`config.mk`:
```
export PLATFORM = sky130hd
export DESIGN_NAME = power_gating_interval_timer
export DESIGN_NICKNAME = d
export VERILOG_FILES = /design/src/rtl/interval_timer_pkg.sv /design/src/rtl/power_gating_interval_timer.sv
export SDC_FILE = /design/constraint.sdc
export NUM_CORES = 1
export LEC_CHECK = 0
export BUFFER_PORTS_ARGS = -buffer_cell sky130_fd_sc_hd__buf_2
export CORE_MARGIN = 2
export CORE_UTILIZATION = 50
export DETAILED_ROUTE_END_ITERATION = 16
export GPL_TIMING_DRIVEN = 0
export MAX_ROUTING_LAYER = met4
export PLACE_DENSITY_LB_ADDON = 0.15
export SLEW_MARGIN = 20
export SYNTH_ARGS = -nofsm -noshare
export SYNTH_HDL_FRONTEND = slang
export SYNTH_SLANG_ARGS = --single-unit
```
`constraint.sdc`:
```
create_clock -name sys_clk -period 5 [get_ports sys_clk]
set_input_delay 0.75 -clock sys_clk [delete_from_list [all_inputs] [get_ports sys_clk]]
set_output_delay 0.75 -clock sys_clk [all_outputs]
set_load 0.005 [all_outputs]
```
`src/rtl/interval_timer_pkg.sv`:
```
// Constants and types for the power gating interval timer
package interval_timer_pkg;

  localparam int CLK_FREQ_HZ  = 10_000_000;
  localparam int MS_PER_S     = 1000;
  // Cycles of sys_clk in one millisecond tick of the time base
  localparam int MS_CYCLES    = CLK_FREQ_HZ / MS_PER_S;
  localparam int PRE_W        = 14;

  // Interval code: one step of the code is CODE_STEP_MS
  localparam int CODE_W       = 17;
  localparam int MS_W         = 24;
  localparam logic [MS_W-1:0] CODE_STEP_MS = 24'h000064;

  // Times in milliseconds, all counted in ticks of the time base
  localparam logic [MS_W-1:0] TAIL_MS    = 24'h000032;
  localparam logic [6:0]      MEAS_MS    = 7'h64;
  localparam logic [4:0]      VALID_MS   = 5'h14;
  localparam logic [4:0]      WINDOW_MS  = 5'h1e;
  localparam logic [4:0]      RELEASE_MS = 5'h14;

  typedef enum logic [1:0]
  {
    ST_MEASURE = 2'h0,
    ST_RUN     = 2'h1,
    ST_IDLE    = 2'h3
  } phase_t;

  typedef struct packed
  {
    logic [1:0]       doneSync;
    logic             donePrev;
    logic [1:0]       manSync;
    logic [1:0]       modeSync;
    logic [PRE_W-1:0] preCnt;
    phase_t           phase;
    logic [6:0]       measCnt;
    logic             measOn;
    logic             periodic;
    logic [MS_W-1:0]  periodMs;
    logic [MS_W-1:0]  cnt;
    logic             enable;
    logic             doneSeen;
    logic             manOn;
    logic             manHeld;
    logic [4:0]       winCnt;
    logic [4:0]       hiCnt;
    logic [4:0]       lowCnt;
  } state_t;

endpackage : interval_timer_pkg

```
`src/rtl/power_gating_interval_timer.sv`:
```
// Power gating interval timer with manual power-on and one-shot mode
`timescale 1ns/1ps

module power_gating_interval_timer
  import interval_timer_pkg::*;
#(
  parameter int MS_TICK = MS_CYCLES
)
(
  input  wire logic              sys_clk,
  input  wire logic              sys_rst,
  input  wire logic              clkEn,
  input  wire logic              doneIn,
  input  wire logic              manualPinIn,
  input  wire logic              modeSelIn,
  input  wire logic [CODE_W-1:0] intervalCode,
  output      logic              regulatorEnableOut,
  output      logic              measureActive
);

  state_t          cur_ff;
  state_t          nxt_ff;
  logic            tick;
  logic            doneRise;
  logic            manLvl;
  logic            manValid;
  logic            manRelease;
  logic [MS_W-1:0] maxWidth;

  // Code 0 is not a legal reading; treat it as the shortest interval
  function automatic logic [MS_W-1:0] msOfCode(
    input logic [CODE_W-1:0] code
  );
    logic [MS_W-1:0] steps;
    steps = {{(MS_W-CODE_W){1'b0}}, code};
    if (steps == '0)
    begin
      steps = 24'h000001;
    end
    return MS_W'(steps * CODE_STEP_MS);
  endfunction : msOfCode

  always_comb
  begin
    nxt_ff     = cur_ff;
    manValid   = 1'b0;
    manRelease = 1'b0;
    // Done, manual and mode pins pass two flops before any logic looks at them
    nxt_ff.doneSync = {cur_ff.doneSync[0], doneIn};
    nxt_ff.manSync  = {cur_ff.manSync[0], manualPinIn};
    nxt_ff.modeSync = {cur_ff.modeSync[0], modeSelIn};
    nxt_ff.donePrev = cur_ff.doneSync[1];
    doneRise = cur_ff.doneSync[1] & ~cur_ff.donePrev;
    manLvl   = cur_ff.manSync[1];
    maxWidth = cur_ff.periodMs - TAIL_MS;

    // Millisecond time base
    tick = (cur_ff.preCnt == PRE_W'(MS_TICK - 1));
    if (tick)
    begin
      nxt_ff.preCnt = '0;
    end
    else
    begin
      nxt_ff.preCnt = cur_ff.preCnt + 1'b1;
    end

    // Manual request filter, debounced on both edges
    if (tick)
    begin
      if (cur_ff.manOn)
      begin
        if (manLvl)
        begin
          nxt_ff.lowCnt = '0;
        end
        else if (cur_ff.lowCnt == RELEASE_MS - 5'h01)
        begin
          nxt_ff.lowCnt = '0;
          nxt_ff.manOn  = 1'b0;
          manRelease    = 1'b1;
        end
        else
        begin
          nxt_ff.lowCnt = cur_ff.lowCnt + 1'b1;
        end
      end
      else if (manLvl || (cur_ff.winCnt != '0))
      begin
        nxt_ff.winCnt = cur_ff.winCnt + 1'b1;
        nxt_ff.hiCnt  = cur_ff.hiCnt + {4'h0, manLvl};
        if (manLvl && (cur_ff.hiCnt == VALID_MS - 5'h01))
        begin
          manValid      = 1'b1;
          nxt_ff.manOn  = 1'b1;
          nxt_ff.winCnt = '0;
          nxt_ff.hiCnt  = '0;
        end
        else if (cur_ff.winCnt == WINDOW_MS - 5'h01)
        begin
          nxt_ff.winCnt = '0;
          nxt_ff.hiCnt  = '0;
        end
      end
    end

    unique case (cur_ff.phase)
      ST_MEASURE:
      begin
        // Manual activity holds the reading at its start
        if (manLvl || cur_ff.manOn)
        begin
          nxt_ff.measCnt = '0;
        end
        else if (tick)
        begin
          if (cur_ff.measCnt == MEAS_MS - 7'h01)
          begin
            nxt_ff.phase    = ST_RUN;
            nxt_ff.measOn   = 1'b0;
            nxt_ff.periodMs = msOfCode(intervalCode);
            nxt_ff.periodic = cur_ff.modeSync[1];
            nxt_ff.enable   = 1'b1;
            nxt_ff.cnt      = '0;
            nxt_ff.doneSeen = 1'b0;
          end
          else
          begin
            nxt_ff.measCnt = cur_ff.measCnt + 1'b1;
          end
        end
      end
      ST_RUN:
      begin
        if (cur_ff.manHeld)
        begin
          // The interval count stays cleared until the pin is released
          nxt_ff.cnt = '0;
          if (manRelease)
          begin
            nxt_ff.manHeld = 1'b0;
          end
        end
        else
        begin
          if (doneRise)
          begin
            nxt_ff.doneSeen = 1'b1;
            if (!cur_ff.doneSeen)
            begin
              nxt_ff.enable = 1'b0;
            end
          end
          if (tick)
          begin
            if (cur_ff.cnt == maxWidth - 1'b1)
            begin
              nxt_ff.enable = 1'b0;
            end
            if (cur_ff.cnt == cur_ff.periodMs - 1'b1)
            begin
              nxt_ff.cnt      = '0;
              nxt_ff.doneSeen = 1'b0;
              if (cur_ff.periodic)
              begin
                nxt_ff.enable = 1'b1;
              end
              else
              begin
                nxt_ff.phase  = ST_IDLE;
                nxt_ff.enable = 1'b0;
              end
            end
            else
            begin
              nxt_ff.cnt = cur_ff.cnt + 1'b1;
            end
          end
        end
        // Request honoured only while the enable is low
        if (manValid && !cur_ff.enable)
        begin
          // Overrides a one-shot end in this cycle, else idle would hold it low
          nxt_ff.phase    = ST_RUN;
          nxt_ff.enable   = 1'b1;
          nxt_ff.manHeld  = 1'b1;
          nxt_ff.cnt      = '0;
          nxt_ff.doneSeen = 1'b0;
        end
      end
      ST_IDLE:
      begin
        if (manValid)
        begin
          nxt_ff.phase    = ST_RUN;
          nxt_ff.enable   = 1'b1;
          nxt_ff.manHeld  = 1'b1;
          nxt_ff.cnt      = '0;
          nxt_ff.doneSeen = 1'b0;
        end
      end
      default:
      begin
        // Corrupted phase code: take a fresh reading
        nxt_ff.phase   = ST_MEASURE;
        nxt_ff.measOn  = 1'b1;
        nxt_ff.measCnt = '0;
        nxt_ff.enable  = 1'b0;
      end
    endcase
  end

  always_ff @(posedge sys_clk)
  begin
    if (sys_rst)
    begin
      cur_ff        <= '0;
      cur_ff.measOn <= 1'b1;
    end
    else if (clkEn)
    begin
      cur_ff <= nxt_ff;
    end
  end

  assign regulatorEnableOut = cur_ff.enable;
  assign measureActive      = cur_ff.measOn;
endmodule : power_gating_interval_timer

```
==> impl_results.md, run 1 <==
* Status: complete, no violations
* Worst setup EP type: flop
* Inserted Diodes at 0
* Period utilization at about nine tenths
* Final instance area at 7921 sq um
* Worst Hold Depth at 2
* Crit path time final at between 4 and 5 ns
* Remaining global-route overflow at 0
* Width of the die at 124.6 um
* Setup-failing EPs final at 0
* Sequential Power Share at approximately two fifths
* PwrDens at about 240 nW/um^2
* Post-Layout Cell Count at 1,146
* CP arrival at 4.73 ns
* Reg2reg start: cur_ff[45]$_SDFFE_PP0P_
* Most common cell after layout, fill and taps aside: nor2_1
* Reg2reg setup slack at about 1.1 ns
* MaxCap Viol Count at 0
* Syn nets at roughly 1,000
* First-pass DRT Iterations at 5
* Leakage power at about 3.4 nW
* Placeable Area at roughly 14,000 sq um
* Drt wl/cell at 14.29 um
* Final nets at ~1,100
* Avg Inst Size Synth at 7.880 sq um
* Vias at around 6,300
* Max Fclk at about 230 MHz
* Drt initial violations at 418
* Placed cell count at between 1,000 and 1,500
* Met1 WL at roughly 8.4 mm
* Post-CTS Repair Setup Buffers at 0
* PortBufs at 23
* Slew Limit Fails at 0
* Power after layout at 0.001876 W
* First-pass GRT wire length at 27.78 mm
* Hold endpoint: cur_ff[67]$_SDFFE_PP0P_
* Avg Vias per Cell at between 5 and 6
* FP Rows at between 40 and 50
* Slew Limit Headroom at 40.74%
* Clock-pin slew on the worst setup and hold paths at approximately 0.080 ns
* Clk Latency, worst-skew pair at between 0.3 and 0.4 ns
* Routed wl met3 at between 700 and 800 um
* P&R area growth vs syn at 8.911%
* Hold WS at around 0.46 ns
* Worst EP required at 5.30 ns
* Max IR drop VDD at between 100 and 150 uV
* Mapped cell area at ~7300 sq um
* H-tree depth at 3
* Worst Path Max Fanout at 3
* Path depth of the worst reg2reg path at 11
* Ys flop type: dfxtp_1
* Commonest cells after routing, fill and taps aside: nor2_1 (107), dfxtp_1 (97), nand2_1 (82), inv_1 (64), ha_1 (64)
* CTS tree: yes
* Hold-fix buffers, CTS at 0
* Clock share of power at between 30% and 40%
* RSZ-0062 raised after global routing: false
* Seq/Total Area, Yosys at between 20% and 30%
* Die H at 124.6 um
* Share of cells above drive strength 1 at 6.029%
* Synth cell types at a little over 70
* Gate power share at around 22%
* Antenna Nets Post-Route at 0
* Critical path class: input pin to flop
* Tot GR Track Use at between 20% and 30%
* TritonCTS Buffers at 9
* Placed inst area at 7619 sq um
* NetSw at roughly 0.00057 W
* Min-Delay Startpoint: cur_ff[93]$_SDFFE_PP0P_
* DRC viols at 0
* CP Launch Type: input pin
* Top Ports at 25
* Final Hold Viols at 0
* Reg2reg end: cur_ff[42]$_SDFFE_PP0P_
* Post-synth ARST share at 0%
* Int Power at roughly 0.0013 W
* Max clock buf depth at 2
* GP Congestion at 0.8731
* Clk root buf: clkbuf_16
* Syn Inst Count at about 920
* Sink Count at 97
* DR top layer: met4
* Register bit count reported by yosys at 97
* Synthesis Warnings at 0
* Pin count of the biggest net entering global routing at 20
* EDFF count, synth at 0
* Routed wl met2 at roughly 7 mm
* Initial antenna violation count at 0
* Worst min path class: flop to flop
* Skew final at 0.009127 ns
* Final HPWL DP at between 10 and 15 mm
* Number of global-route vias before repair at between 5,000 and 6,000
* Fraction of power spent switching nets at between 30% and 40%
* Final WL at between 15 and 20 mm
* Worst slew pin tran at about 0.89 ns
* Starting Density at slightly above 50%
* DIE AREA at 15,530 sq um
[worst max-delay path: stages]
cell,delay (ns)
buf_2,0.12
nor4_1,0.46
a41o_1,0.33
ha_1,0.17
ha_1,0.22
ha_1,0.32
ha_1,0.30
a21oi_1,0.20
a2bb2oi_1,0.30
a21boi_0,0.25
a2111oi_2,0.42
o31ai_1,0.19
a211o_1,0.30
a211oi_1,0.20
a41oi_1,0.10
nand2_1,0.09
[per-layer routing]
metal / vias to the layer above / track usage, %
met4: 0 / 6.213
met2: 103 / 32.30
met3: 22 / 3.308
met1: 2869 / 32.19
met5: - / -
li1: 3298 / -
[per-stage QoR]
step / utilization, % / TNS (ns) / setup WS, ns
after global placement: 53.02 / -0.1093 / -0.06002
after CTS: 55.09 / 0 / 0.2864
after detailed placement: 53.02 / -0.1228 / -0.06472
after global routing: 55.13 / 0 / 0.1212
after floorplan: - / 0 / 0.8330
final: 55.13 / 0 / 0.5760
[sequential cells by signal, indices dropped and copies added, names as in the netlist]
signal	flops
cur_ff	95
measureActive	1
regulatorEnableOut	1
[what timing repair did]
item                                    CTS  global route
resized for setup                         0             2
endpoints found under the hold margin     0             0
endpoints found under the setup margin    0             3
[worst max path at each step]
stage | end | depth (start not counted) | start | slack, ns
2_1_floorplan | cur_ff[66]$_SDFFE_PP0P_ | 16 | intervalCode[3] | 0.83
3_3_place_gp | cur_ff[64]$_SDFFE_PP0P_ | 16 | intervalCode[12] | -0.06
3_5_place_dp | cur_ff[66]$_SDFFE_PP0P_ | 16 | intervalCode[12] | -0.06
4_1_cts | cur_ff[66]$_SDFFE_PP0P_ | 16 | intervalCode[12] | 0.29
5_1_grt | cur_ff[66]$_SDFFE_PP0P_ | 16 | intervalCode[12] | 0.12
6_report | cur_ff[66]$_SDFFE_PP0P_ | 16 | intervalCode[12] | 0.58
[synthesized netlist by cell type, drive strengths merged, types with 2 or more instances]
library cell,n,area [sq um]
dfxtp,97,1942
buf,4,17.52
o221ai,2,17.52
nor4b,2,17.52
o22ai,2,12.51
nor2b,9,56.30
mux2i,15,150.1
o21ai,22,121.4
a21oi,50,250.2
a2111oi,2,17.52
clkbuf,49,183.9
xnor2,39,341.6
fa,12,240.2
o31ai,4,30.03
nand4,25,156.4
nor3b,5,37.54
o211a,2,20.02
nor2,107,401.6
or2,4,27.53
nor4,15,121.4
nand2b,13,81.33
a41oi,2,17.52
ha,64,800.8
nand2,82,307.8
a22o,2,17.52
nand3,36,180.2
or4,9,71.32
xor2,56,490.5
o311ai,2,17.52
a2bb2oi,3,26.28
a211oi,12,90.09
a31oi,9,56.30
or3,7,43.79
and4,3,26.28
nand4b,4,35.03
o211ai,5,37.54
and3,14,87.58
and2,2,12.51
o21a,3,22.52
a21o,10,75.07
inv,64,240.2
nor3,31,160.1
a311oi,3,26.28
[kinds of logic (layout without fill, tap and decap cells)]
kind of cell,count (synthesis),after routing,synth area share [%]
fa+ha+maj,76,76,14.31
simple gates,373,373,25.70
flops,97,97,26.70
mux,16,16,2.219
compound gates,149,149,13.56
xor+xnor,95,95,11.44
buf+inv,117,156,6.073
[layout make-up]
| cell class | count | area, sq um |
|---|---|---|
| plain buffers | 53 | 201.4 |
| fillers | 1422 | 6447 |
| clock buffers | 9 | 225.2 |
| clock inverters | 7 | 71.32 |
| multi-input cells | 709 | 4896 |
| well taps | 184 | 230.2 |
| repair buffers | 23 | 115.1 |
| inverters | 64 | 240.2 |
| flip-flops and latches | 97 | 1942 |
[power groups by stage]
stage,logic [W],registers (W),clock network (W)
floorplan,0.000322,0.000796,0
CTS,0.000404,0.000779,0.000711
finish,0.000405,0.000779,0.000692
detailed placement,0.000401,0.000797,0
global route,0.000473,0.000779,0.000729
global placement,0.000397,0.000797,0
(Power assumes the default switching activity.)
==> run 2, diff against run 1 <==
CTS_BUF_LIST = sky130_fd_sc_hd__clkbuf_4   (was not set)
==> run 2 against run 1 <==
Wire length is 0.30% higher. Non-clock buffer count did not move. Sequential power about the same. Critical path depth unchanged. Highest routed layer unchanged. Fmax grew 0.20%. Register-to-register slack got worse by 0.02 ns. Via count up 0.40%. Die area unchanged. Final area is 2.0% lower. Global-route usage up 0.060 points. Clock power decreased by 38%. Count of clock-buffer cells in the layout unchanged.
==> impl_results.md, run 2 (synthesis results as in run 1) <==
* Setup slack at placement at -0.06472 ns (unchanged)
* Clock share of power at 26.6% (-10 points)
* Worst min path class: flop to flop
* Post-Layout Cell Count at 1,147 (+0.087%)
* Worst Path Max Fanout at 3 (unchanged)
* Share of cells above drive strength 1 at 5.925% (-0.10 points)
* Starting Density at 50.62% (unchanged)
* Status: complete, no violations
* Top Ports at 25 (unchanged)
* Commonest cells after routing, fill and taps aside: nor2_1 (107), dfxtp_1 (97), nand2_1 (82), inv_1 (64), ha_1 (64)
* FP Rows at 44 (unchanged)
* CP cell instances: buf_2 -> nor4_1 -> a41o_1 -> ha_1 -> ha_1 -> ha_1 -> ha_1 -> a21oi_1 -> a2bb2oi_1 -> a21boi_0 -> a2111oi_1 -> o31ai_1 -> a211o_1 -> a211oi_1 -> a41oi_1 -> nand2_1
* Gate power share at 24.9% (+3.3 points)
* Most common cell after layout, fill and taps aside: nor2_1
* Period utilization at 88.30% (-0.18 points)
* Hold-fix buffers, CTS at 0 (unchanged)
* Final WL at 16.43 mm (+0.30%)
* Critical path class: input pin to flop
* H-tree depth at 3 (unchanged)
* Avg Vias per Cell at 5.507 (+0.31%)
* P&R area growth vs syn at 6.709%
* RSZ-0062 raised after global routing: false
* MaxCap Viol Count at 0 (unchanged)
* TritonCTS Buffers at 9 (unchanged)
* Sink Count at 97 (unchanged)
* Drt initial violations at 332 (-21%)
* Max clock buf depth at 2 (unchanged)
* Remaining global-route overflow at 0 (unchanged)
* PwrDens at 207.4 nW/um^2 (-12%)
* NetSw at 0.0005388 W (-5.4%)
* Sequential Power Share at 48.5% (+7.0 points)
* Final nets at 1,056 (unchanged)
* Setup-failing EPs final at 0 (unchanged)
* Number of global-route vias before repair at 5,663 (-0.16%)
* Drt wl/cell at 14.32 um (+0.21%)
* Max Fclk at 226.5 MHz (+0.20%)
* Placeable Area at 14,370 sq um (unchanged)
* Antenna Nets Post-Route at 0 (unchanged)
* Skew final at 0.02728 ns (+0.01815 ns)
* Int Power at 0.001071 W (-18%)
* CP dominant cell by count: ha_1
* Pin count of the biggest net entering global routing at 20 (unchanged)
* Width of the die at 124.6 um (unchanged)
* CP max stage cell: a2111oi_1
* Tot GR Track Use at 22.30% (+0.060 points)
* Final HPWL DP at 12.78 mm (unchanged)
* Fraction of power spent switching nets at 33.47% (+3.1 points)
* CTS tree: yes
* Final worst slack at 0.5850 ns (+0.009003 ns)
* Max incr delay on CP at 0.53 ns (+0.07 ns)
* Max IR drop VDD at 146.5 uV (+2.3%)
* DRC viols at 0 (unchanged)
* Clk Latency, worst-skew pair at 0.50 ns (+0.14 ns)
* Final Hold Viols at 0 (unchanged)
* Max reg flops at 95 (unchanged)
* Slew Limit Headroom at 40.59% (-0.15 points)
* Crit path time final at 4.415 ns (-0.009003 ns)
* CP Launch Type: input pin
* Clk root buf: clkbuf_4
* TNS Setup at 0 ns (unchanged)
* Clock-pin slew on the worst setup and hold paths at 0.18 ns (+0.10 ns)
* Worst slew pin tran at 0.8892 ns (+0.002240 ns)
* Register with the most flip-flops: cur_ff
* DIE AREA at 15,530 sq um (unchanged)
* Slew Limit Fails at 0 (unchanged)
* Leakage power at 3.290 nW (-2.1%)
* First-pass GRT wire length at 27.81 mm (+0.10%)
* Initial antenna violation count at 1 (+1)
* Worst EP required at 5.45 ns (+0.15 ns)
* First-pass DRT Iterations at 5 (unchanged)
* PortBufs at 23 (unchanged)
* Worst setup EP type: flop
* Vias at 6,317 (+0.40%)
* Placed cell count at 1,130 (unchanged)
* GP Congestion at 0.8731 (unchanged)
* CP arrival at 4.86 ns (+0.13 ns)
* Die H at 124.6 um (unchanged)
run 2: final cells by class:
type	count	area [sq um]
antenna	1	2.502
buffer	53	201.4
clock buffer	9	67.56
clock inverter	7	71.32
fill	1446	6608
inverter	64	240.2
multi-input combinational	709	4891
sequential	97	1942
tap	184	230.2
timing repair buffer	23	115.1
run 2: what timing repair did:
action                                  in CTS  in global routing
endpoints found under the setup margin       0                  2
gates resized for setup                      0                  1
setup buffers                                0                  0
hold endpoints to repair                     0                  0
run 2: worst max-delay path, delay by kind of cell:
| kind | cells | cell delay, ns |
|---|---|---|
| fa+ha+maj | 4 | 1.01 |
| buf+inv | 1 | 0.12 |
| compound gates | 9 | 2.43 |
| simple gates | 2 | 0.55 |
run 2: path summary, 6_finish.rpt:
path | cells after the start | slack [ns] | from | end
setup reg to reg | 11 | 1.10 | cur_ff[45]$_SDFFE_PP0P_ | cur_ff[42]$_SDFFE_PP0P_
hold / removal | 2 | 0.46 | cur_ff[93]$_SDFFE_PP0P_ | cur_ff[67]$_SDFFE_PP0P_
setup / recovery | 16 | 0.58 | intervalCode[12] | cur_ff[66]$_SDFFE_PP0P_
hold reg to reg | 2 | 0.46 | cur_ff[93]$_SDFFE_PP0P_ | cur_ff[67]$_SDFFE_PP0P_
run 2: through the flow:
step                total power (W)  hold WS, ns  instance area [sq um]  util (%)
finish                     0.001610       0.4636                   7761     54.01
global route               0.001715       0.4776                   7761     54.01
CTS                        0.001626       0.4513                   7757     53.99
detailed placement         0.001198       0.4539                   7619     53.02
global placement           0.001194       0.4431                   7619     53.02
floorplan                  0.001118       0.4312                   7273         -
run 2: metal layers:
layer  global-route usage, %  part of all wire (%)
met5                       -                     0
met1                   32.21                    51
met3                   3.308                   4.7
met4                   6.808                   1.8
met2                   32.21                    42
run 2: power by group through the flow:
stage | logic (W) | registers (W) | clock network (W)
finish | 0.000401 | 0.000781 | 0.000429
global route | 0.000469 | 0.000782 | 0.000464
CTS | 0.000404 | 0.000781 | 0.000441
detailed placement | 0.000401 | 0.000797 | 0
global placement | 0.000397 | 0.000797 | 0
floorplan | 0.000322 | 0.000796 | 0
